$ cat src/hw/sensor_cmd_pkg.sv
// Constants and carrier types of the sensor command interpreter
package sensor_cmd_pkg;
  // ************************************************************
  // Timing
  // ************************************************************
  localparam int unsigned CLK_HZ = 20_000_000;
  localparam int unsigned US_HZ = 1_000_000;
  localparam int unsigned CYC_PER_US = (CLK_HZ + US_HZ - 1) / US_HZ;
  localparam logic [4:0] US_DIV_LAST = 5'(CYC_PER_US - 1);
  // ************************************************************
  // Characters and keywords
  // ************************************************************
  localparam logic [7:0] CH_LF = 8'h0a;
  localparam logic [7:0] CH_CR = 8'h0d;
  localparam logic [7:0] CH_SP = 8'h20;
  localparam logic [7:0] CH_X = 8'h78;
  localparam logic [7:0] CH_0 = 8'h30;
  localparam logic [7:0] CH_9 = 8'h39;
  localparam logic [71:0] KW_SETDEV = "setdevice";
  localparam logic [71:0] KW_RREG = {40'h0, "rreg"};
  localparam logic [71:0] KW_WREG = {40'h0, "wreg"};
  localparam logic [71:0] KW_COLLECT = {16'h0, "collect"};
  localparam logic [71:0] KW_STOP = {40'h0, "stop"};
  localparam logic [3:0] KW_MAX_LEN = 4'h9;
  localparam logic [2:0] MAX_ARGS = 3'h4;
  // ************************************************************
  // Records and targets
  // ************************************************************
  localparam logic [7:0] SYNC_BYTE = 8'h00;
  localparam logic [3:0] HDR_BYTES = 4'h4;
  localparam logic [2:0] RES_TOP = 3'h6;
  localparam logic [2:0] MAX_TGT = 3'h4;
  localparam logic [3:0] DEFAULT_CS = 4'h1;
  localparam logic [31:0] CS_MAX = 32'h4;
  localparam logic [31:0] ADDR_LIMIT = 32'h100;
  localparam logic [31:0] MASK_LIMIT = 32'h80;
  localparam logic [31:0] NIB_LIMIT = 32'h10;
  // ************************************************************
  // Types
  // ************************************************************
  typedef enum logic [2:0] {
    K_NONE = 3'h0,
    K_SETDEV = 3'h1,
    K_RREG = 3'h2,
    K_WREG = 3'h3,
    K_COLLECT = 3'h4,
    K_STOP = 3'h5
  } cmd_kind_t;
  typedef struct packed {
    logic write;
    logic is_spi;
    logic [3:0] target;
    logic [7:0] addr;
    logic [31:0] wdata;
  } bus_req_t;
  typedef struct packed {
    logic [39:0] rdata;
    logic [2:0] nbytes;
  } bus_rsp_t;
  typedef struct packed {
    cmd_kind_t kind;
    logic has_reg;
    logic [7:0] addr;
    logic [39:0] value;
    logic collecting;
  } reply_t;
endpackage

$ cat src/hw/sensor_cmd_interp.sv
// Command interpreter: text command parser, sensor access sequencer, bulk record streamer
`timescale 1ns/10ps
`default_nettype none
module sensor_cmd_interp #(
  parameter logic [6:0][7:0] RESULT_ADDR = {8'h06, 8'h05, 8'h04, 8'h03, 8'h02, 8'h01, 8'h00}
) (
  // Clock and reset
  input wire logic core_clk,
  input wire logic rst,
  // Serial command bytes
  input wire logic cmd_valid,
  input wire logic [7:0] cmd_byte,
  output logic cmd_ready,
  // Reply descriptors
  output logic reply_valid,
  output sensor_cmd_pkg::reply_t reply,
  input wire logic reply_ready,
  // Bulk record bytes
  output logic bulk_valid,
  output logic [7:0] bulk_data,
  input wire logic bulk_ready,
  // Sensor bus engine
  output logic probe_req,
  input wire logic probe_done,
  input wire logic [15:0] i2c_present,
  input wire logic [3:0] spi_present,
  output logic bus_valid,
  output sensor_cmd_pkg::bus_req_t bus_req,
  input wire logic bus_done,
  input wire sensor_cmd_pkg::bus_rsp_t bus_rsp,
  // Status
  output logic bus_is_spi,
  output logic [3:0] target_sel,
  output logic collecting
);
  import sensor_cmd_pkg::*;

  // ************************************************************
  // State
  // ************************************************************
  typedef enum logic [2:0] {
    S_PROBE = 3'h0,
    S_IDLE = 3'h1,
    S_CMD_BUS = 3'h2,
    S_REPLY = 3'h3,
    S_SCAN = 3'h4,
    S_SMP_BUS = 3'h5,
    S_EMIT = 3'h6
  } fsm_t;

  typedef struct packed {
    fsm_t fsm;
    logic rdy;
    logic [71:0] kw;
    logic [3:0] kwlen;
    logic argph;
    logic hexm;
    logic inarg;
    logic [2:0] argn;
    logic bad;
    logic [3:0] ndig;
    logic xseen;
    logic [3:0][31:0] val;
    logic pend;
    cmd_kind_t kind;
    logic spi;
    logic [3:0] tgt;
    logic [31:0] ival;
    logic [6:0] mask;
    logic [15:0] list;
    logic [2:0] cnt;
    logic coll;
    logic [4:0] div;
    logic tick;
    logic [31:0] uscnt;
    logic due;
    logic inset;
    logic [2:0] board;
    logic [2:0] cur;
    logic prb;
    logic bv;
    bus_req_t breq;
    logic [39:0] rdata;
    logic [2:0] nb;
    logic [7:0] raddr;
    logic [2:0] rboard;
    logic [3:0] eidx;
    logic rv;
    reply_t rep;
    logic hv;
    logic [7:0] hd;
    logic tv;
    logic [7:0] td;
  } st_t;

  st_t q;
  st_t n;
  logic push;
  logic [7:0] pbyte;
  logic [7:0] ch;
  logic [4:0] hx;
  logic [3:0] cd;
  logic [31:0] cv;
  logic [1:0] ai;
  logic [2:0] sh;
  logic list_ok;
  cmd_kind_t k;

  // ************************************************************
  // Decoding helpers
  // ************************************************************
  function automatic cmd_kind_t kw_kind(input logic [71:0] w);
    if (w == KW_SETDEV) return K_SETDEV;
    else if (w == KW_RREG) return K_RREG;
    else if (w == KW_WREG) return K_WREG;
    else if (w == KW_COLLECT) return K_COLLECT;
    else if (w == KW_STOP) return K_STOP;
    else return K_NONE;
  endfunction

  function automatic logic [2:0] args_of(input cmd_kind_t kd);
    unique case (kd)
      K_SETDEV: return 3'h1;
      K_RREG: return 3'h1;
      K_WREG: return 3'h2;
      K_COLLECT: return 3'h4;
      K_STOP: return 3'h0;
      default: return 3'h7;
    endcase
  endfunction

  function automatic logic [4:0] hex_digit(input logic [7:0] c);
    if (c >= "0" && c <= "9") return {1'b1, c[3:0]};
    else if ((c >= "a" && c <= "f") || (c >= "A" && c <= "F")) return {1'b1, 4'(c[3:0] + 4'h9)};
    else return 5'h00;
  endfunction

  function automatic logic [3:0] lowest(input logic [15:0] m);
    logic [3:0] r;
    r = 4'h0;
    for (int i = 15; i >= 0; i--)
    begin
      if (m[i]) r = 4'(i);
    end
    return r;
  endfunction

  // ************************************************************
  // Next state
  // ************************************************************
  always_comb
  begin
    n = q;
    push = 1'b0;
    pbyte = 8'h00;
    ch = cmd_byte;
    hx = hex_digit(cmd_byte);
    ai = q.argn[1:0];
    cd = q.inarg ? q.ndig : 4'h0;
    cv = q.inarg ? q.val[ai] : 32'h0;
    sh = 3'h0;
    k = kw_kind(q.kw);
    n.tick = 1'b0;
    // Microsecond enable and sample timer
    if (q.div == US_DIV_LAST)
    begin
      n.div = 5'h00;
      n.tick = 1'b1;
    end
    else
      n.div = q.div + 5'h01;
    if (q.tick && q.coll)
    begin
      if (q.ival == 32'h0 || q.uscnt >= q.ival - 32'h1)
      begin
        n.uscnt = 32'h0;
        n.due = 1'b1;
      end
      else
        n.uscnt = q.uscnt + 32'h1;
    end
    // Bulk buffer drain
    if (q.hv && bulk_ready)
    begin
      n.hv = q.tv;
      n.hd = q.td;
      n.tv = 1'b0;
    end
    // Line parser
    if (cmd_valid && q.rdy)
    begin
      if ((ch == CH_SP || ch == CH_LF) && q.inarg)
      begin
        n.inarg = 1'b0;
        if (q.ndig == 4'h0) n.bad = 1'b1;
        n.argn = q.argn + 3'h1;
      end
      if (ch == CH_SP && !q.argph)
      begin
        n.argph = 1'b1;
        n.hexm = (k == K_RREG) || (k == K_WREG);
      end
      else if (ch == CH_LF)
      begin
        if (k != K_NONE && !n.bad && n.argn == args_of(k))
        begin
          n.pend = 1'b1;
          n.kind = k;
        end
        n.kw = 72'h0;
        n.kwlen = 4'h0;
        n.argph = 1'b0;
        n.inarg = 1'b0;
        n.argn = 3'h0;
        n.bad = 1'b0;
      end
      else if (ch != CH_CR && ch != CH_SP)
      begin
        if (!q.argph)
        begin
          n.kw = {q.kw[63:0], ch};
          if (q.kwlen == KW_MAX_LEN) n.bad = 1'b1;
          else n.kwlen = q.kwlen + 4'h1;
        end
        else
        begin
          if (!q.inarg)
          begin
            if (q.argn == MAX_ARGS) n.bad = 1'b1;
            n.inarg = 1'b1;
            n.xseen = 1'b0;
          end
          n.ndig = (cd == 4'hf) ? cd : cd + 4'h1;
          if (q.hexm)
          begin
            if (ch == CH_X && cd == 4'h1 && cv == 32'h0 && !(q.inarg && q.xseen))
            begin
              n.xseen = 1'b1;
              n.ndig = 4'h0;
            end
            else if (hx[4]) n.val[ai] = {cv[27:0], hx[3:0]};
            else n.bad = 1'b1;
          end
          else if (ch >= CH_0 && ch <= CH_9) n.val[ai] = cv * 32'd10 + {28'h0, ch[3:0]};
          else n.bad = 1'b1;
        end
      end
    end
    // Collect arguments check
    list_ok = q.val[3] >= 32'h1 && q.val[3] <= {29'h0, MAX_TGT} && q.val[1] < MASK_LIMIT;
    if (q.val[2][31:16] != 16'h0) list_ok = 1'b0;
    for (int i = 0; i < 4; i++)
    begin
      if (q.spi && 32'(i) < q.val[3] && (q.val[2][4*i +: 4] == 4'h0 || q.val[2][4*i +: 4] > 4'h4))
        list_ok = 1'b0;
    end
    // Sequencer
    unique case (q.fsm)
      S_PROBE:
      begin
        n.prb = 1'b1;
        if (probe_done)
        begin
          n.prb = 1'b0;
          n.fsm = S_IDLE;
          if (|i2c_present)
          begin
            n.spi = 1'b0;
            n.tgt = lowest(i2c_present);
          end
          else
          begin
            n.spi = 1'b1;
            n.tgt = (|spi_present) ? lowest({12'h0, spi_present}) + 4'h1 : DEFAULT_CS;
          end
        end
      end
      S_IDLE:
      begin
        if (q.pend)
        begin
          n.pend = 1'b0;
          n.rep.kind = q.kind;
          n.rep.has_reg = 1'b0;
          unique case (q.kind)
            K_SETDEV:
            begin
              if (q.spi ? (q.val[0] >= 32'h1 && q.val[0] <= CS_MAX) : q.val[0] < NIB_LIMIT)
              begin
                n.tgt = q.val[0][3:0];
                n.fsm = S_REPLY;
              end
            end
            K_RREG, K_WREG:
            begin
              if (q.val[0] < ADDR_LIMIT)
              begin
                n.pend = 1'b1;
                n.bv = 1'b1;
                n.breq = '{q.kind == K_WREG, q.spi, q.tgt, q.val[0][7:0], q.val[1]};
                n.fsm = S_CMD_BUS;
              end
            end
            K_COLLECT:
            begin
              if (list_ok)
              begin
                n.ival = q.val[0];
                n.mask = q.val[1][6:0];
                n.list = q.val[2][15:0];
                n.cnt = q.val[3][2:0];
                n.coll = 1'b1;
                n.due = 1'b1;
                n.uscnt = 32'h0;
                n.inset = 1'b0;
                n.fsm = S_REPLY;
              end
            end
            K_STOP:
            begin
              n.coll = 1'b0;
              n.inset = 1'b0;
              n.due = 1'b0;
              n.fsm = S_REPLY;
            end
            default: n.pend = 1'b0;
          endcase
          if (n.fsm == S_REPLY)
          begin
            n.pend = 1'b1;
            n.rv = 1'b1;
            n.rep.collecting = n.coll;
          end
        end
        else if (q.inset)
          n.fsm = S_SCAN;
        else if (q.coll && q.due)
        begin
          n.inset = 1'b1;
          n.due = 1'b0;
          n.board = 3'h0;
          n.cur = RES_TOP;
          n.fsm = S_SCAN;
        end
      end
      S_CMD_BUS:
      begin
        if (bus_done)
        begin
          n.bv = 1'b0;
          n.rv = 1'b1;
          n.rep.has_reg = (q.kind == K_RREG);
          n.rep.addr = q.breq.addr;
          n.rep.value = bus_rsp.rdata;
          n.rep.collecting = q.coll;
          n.fsm = S_REPLY;
        end
      end
      S_REPLY:
      begin
        if (reply_ready)
        begin
          n.rv = 1'b0;
          n.pend = 1'b0;
          n.fsm = S_IDLE;
        end
      end
      S_SCAN:
      begin
        if (q.board >= q.cnt)
        begin
          n.inset = 1'b0;
          n.fsm = S_IDLE;
        end
        else
        begin
          if (q.mask[q.cur])
          begin
            n.bv = 1'b1;
            n.breq = '{1'b0, q.spi, q.list[{q.board[1:0], 2'b00} +: 4], RESULT_ADDR[q.cur], 32'h0};
            n.rboard = q.board;
            n.fsm = S_SMP_BUS;
          end
          if (q.cur == 3'h0)
          begin
            n.cur = RES_TOP;
            n.board = q.board + 3'h1;
          end
          else
            n.cur = q.cur - 3'h1;
        end
      end
      S_SMP_BUS:
      begin
        if (bus_done)
        begin
          n.bv = 1'b0;
          n.rdata = bus_rsp.rdata;
          n.nb = bus_rsp.nbytes;
          n.raddr = q.breq.addr;
          n.eidx = 4'h0;
          n.fsm = S_EMIT;
        end
      end
      S_EMIT:
      begin
        if (!q.tv)
        begin
          push = 1'b1;
          unique case (q.eidx)
            4'h0: pbyte = SYNC_BYTE;
            4'h1: pbyte = {5'h00, q.rboard} + 8'h01;
            4'h2: pbyte = q.raddr;
            4'h3: pbyte = {5'h00, q.nb};
            default:
            begin
              sh = q.nb - 3'h1 - 3'(q.eidx - HDR_BYTES);
              pbyte = q.rdata[{sh, 3'b000} +: 8];
            end
          endcase
          if (q.eidx == {1'b0, q.nb} + HDR_BYTES - 4'h1) n.fsm = S_IDLE;
          else n.eidx = q.eidx + 4'h1;
        end
      end
      default: n.fsm = S_IDLE;
    endcase
    // Bulk buffer fill
    if (push)
    begin
      if (!n.hv)
      begin
        n.hv = 1'b1;
        n.hd = pbyte;
      end
      else
      begin
        n.tv = 1'b1;
        n.td = pbyte;
      end
    end
    n.rdy = !n.pend;
  end

  always_ff @(posedge core_clk or posedge rst)
  begin
    if (rst) q <= '0;
    else q <= n;
  end

  // ************************************************************
  // Outputs
  // ************************************************************
  assign cmd_ready = q.rdy;
  assign reply_valid = q.rv;
  assign reply = q.rep;
  assign bulk_valid = q.hv;
  assign bulk_data = q.hd;
  assign probe_req = q.prb;
  assign bus_valid = q.bv;
  assign bus_req = q.breq;
  assign bus_is_spi = q.spi;
  assign target_sel = q.tgt;
  assign collecting = q.coll;
endmodule
`default_nettype wire

$ cat config.mk
export PLATFORM = sky130hd
export DESIGN_NAME = sensor_cmd_interp
export DESIGN_NICKNAME = d
export VERILOG_FILES = /design/src/hw/sensor_cmd_pkg.sv /design/src/hw/sensor_cmd_interp.sv
export SDC_FILE = /design/constraint.sdc
export NUM_CORES = 2
export LEC_CHECK = 0
export BUFFER_PORTS_ARGS = -buffer_cell sky130_fd_sc_hd__buf_2
export CORE_MARGIN = 10
export CORE_UTILIZATION = 49
export CTS_CLUSTER_DIAMETER = 120
export CTS_CLUSTER_SIZE = 30
export DETAILED_ROUTE_END_ITERATION = 12
export GPL_ROUTABILITY_DRIVEN = 0
export PLACE_DENSITY = 0.69
export SLEW_MARGIN = 20
export SYNTH_ARGS = -nofsm -noshare
export SYNTH_HDL_FRONTEND = slang
export SYNTH_SLANG_ARGS = --single-unit
export TNS_END_PERCENT = 100
$ cat constraint.sdc
create_clock -name core_clk -period 17.27 [get_ports core_clk]
set_clock_uncertainty 0.1 [all_clocks]
set_input_delay 1.727 -clock core_clk [delete_from_list [all_inputs] [get_ports core_clk]]
set_output_delay 1.727 -clock core_clk [all_outputs]
set_load 0.005 [all_outputs]
==> impl_metrics.yaml <==
status:
  outcome: "complete, no violations"
power_and_ir_drop:
  p_clk_share_pct: 21.3
  vdd_ir_drop_max_mv: 0.119
  comb_power_share_pct: 26.3
  power.density_nw_per_um2: 94.2
  p_switching_uw: 979
  leakagePower_uw: 0.0152
  cell_internal_pwr_uw: 1900
  pwr-share-seq_pct: 52.4
  swShare_pct: 34.0
final_layout:
  antennaDiodeCount: 0
  fin_nets: 3379
  area_delta_synth_final_pct: 4.88
  drive_gt1_share_pct: 14.3
  final_area_um2: 30600
setup_path:
  critical_path_arrival_ps: 6270
  start_kind: "register"
  crit_start: "ai[0]$_DFFE_PP0P_"
  worstPathRequired_ps: 17700
  cp-end-kind: "register"
  worstSetupPathType: "reg2reg"
  reg2reg_from: "ai[0]$_DFFE_PP0P_"
  cp_max_fo: 31
  rr_worst_depth: 16
die:
  die_w_um: 264
  die_h_um: 264
  initial_core_util_pct: 49.5
  core.rowCount: 89
  die-area_um2: 69600
  coreArea_um2: 58900
  num_io_pins: 196
routing:
  detail-route-antenna-nets: 0
  routedWlPerCell_um: 19.5
  wl_mm: 77.2
  route.detailed.drc: 0
  viasPerCell: 5.77
  drt_first_pass_iters: 5
  vias: 22800
  first_iter_violations: 2199
place:
  hpwlAfterDp_mm: 57.7
  post_dp_cell_area_um2: 30000
  portBuffers: 195
clock_network:
  cts-resized-gates: 0
  clkTransAtPathRegs_ps: 130
  root_buffer: "clkbuf_16"
  cts_sinks: 512
  clock_latency_ps: 600
  post_cts_buffers: 0
  cts_hold_buffers: 0
  cts_htree_levels: 1
  cts_tree: "done"
  cts_buffers: 21
  clock_path_buffers: 3
synth:
  synth_top_area_share_pct: 44.0
  synth-seq-area-share_pct: 44.0
  synth_cell_types: 97
  synth-edff-count: 0
  async_flop_share_pct: 100
  synth_flop_cell: "dfrtp_1"
  synth_area_leader_cell: "dfrtp_1"
  avgSynthCellArea_um2: 9.17
  synth-seq-cells: 512
  syn-num-nets: 3380
  netlist_area_um2: 29100
  synth.area.top_cells: "dfrtp_1 (44%), nand2_1 (11%), ha_1 (5.2%), mux2_2 (4.6%), o21ai_0 (4.0%)"
  ys.warnings.count: 0
  syn_inst: 3178
grt:
  grt_pass1_wl_mm: 124
  antenna_found_initial: 2
  grt_pass1_vias: 21800
  overflow: 0
  grtUsageTotal_pct: 21.7
  grt_max_degree: 140
min_path:
  hold_path.startpoint: "q[219]$_DFF_PP0_"
  holdCritPathClass: "reg2reg"
  hold_depth: 1
sta:
  tightestPinTransition_ps: 1070
  rsz0062_at_grt: "false"
  min_period_ps: 5840
  slew_viol_final: 0
  min_period_over_period_pct: 33.8
  holdWs_ps: 371
  hold_viol: 0
  relSlewSlack_pct: 27.9
  setup_tns_ps: 0
  setup_viol: 0
  fmax_ghz: 0.171
run:
  maxCapViolCount: 0
-- logic make-up after synthesis --
kind of cell | synth area share (%)
flops | 44.0
xor+xnor | 3.72
buf+inv | 5.58
fa+ha+maj | 5.38
compound gates | 10.5
simple gates | 21.7
mux | 9.19
-- metal layers --
metal	share of wire (%)	global-route usage, %
met1	44	29.8
met2	45	34.8
met3	6.8	3.00
met4	3.8	7.21
met5	0.018	0
-- cell type report --
| cell class | instances | area (µm²) |
|---|---|---|
| multi-input cells | 2350 | 14700 |
| inverters | 69 | 267 |
| flip-flops and latches | 512 | 12800 |
| well taps | 773 | 967 |
| clock inverters | 3 | 46.3 |
| fillers | 5401 | 28300 |
| repair buffers | 223 | 1200 |
| clock buffers | 22 | 529 |
-- critical path, stage by stage, from the launching register on --
cell,delay [ps]
dfrtp_2,500
buf_4,510
mux4_2,590
nand2_1,90
inv_1,110
ha_1,310
ha_1,390
a21oi_1,400
o21a_1,230
a21boi_1,220
xnor2_1,200
nand4_1,270
nor4_1,700
nand3_1,250
or3_1,350
a31oi_1,300
mux2_2,220
-- power groups by stage --
stage	Sequential, µW	Clock (µW)	Combinational [µW]
finish	1510	614	756
global route	1530	667	854
CTS	1510	627	760
detailed placement	1530	0	759
global placement	1530	0	747
floorplan	1480	0	648
-- synth_stat cells (19+ instances only) --
cell type and count:
dfrtp_1 512, nor3_1 50, nand2_1 864, o21ai_0 234, mux2i_1 29, mux4_2 46, mux2_2 120, nand4_1 36
xor2_1 62, nor4_1 56, xnor2_1 60, nand2b_1 19, nor2_1 152, clkbuf_1 112, ha_1 122, nand3_1 67
and3_1 27, or3_1 20, buf_4 111, a21o_1 30, a21oi_1 74, and2_1 35, inv_1 68
-- through the flow --
stage | std cells | utilization, % | power, µW | setup slack (ps)
finish | 3952 | 51.9 | 2880 | 11430
global route | 3952 | 51.9 | 3060 | 11020
CTS | 3952 | 51.9 | 2900 | 11480
detailed placement | 3927 | 50.9 | 2290 | 11570
global placement | 3927 | 50.9 | 2270 | 11640
floorplan | 3178 | - | 2130 | 1140
-- cells in the final DEF (no fill, tap or decap), types with 36 or more instances in the layout --
master / count
nand2_1: 862
xor2_1: 62
nor3_1: 49
mux4_2: 46
inv_1: 67
nor4_1: 56
nand3_1: 66
dfrtp_1: 511
mux2_2: 120
a21oi_1: 74
xnor2_1: 59
ha_1: 122
nand4_1: 36
o21ai_0: 234
nor2_1: 152
buf_2: 195
-- worst paths after layout --
check                           slack [ps]               endpoint
worst max register to register       11430               register
worst min-delay path                   370       q[219]$_DFF_PP0_
max in group asynchronous            13080  reply[16]$_DFFE_PP0P_
worst min register to register         370       q[219]$_DFF_PP0_
worst max-delay path                 11430               register
min in group asynchronous             1110       q[194]$_DFF_PP0_
No activity file was read; power rests on OpenSTA's default activity.
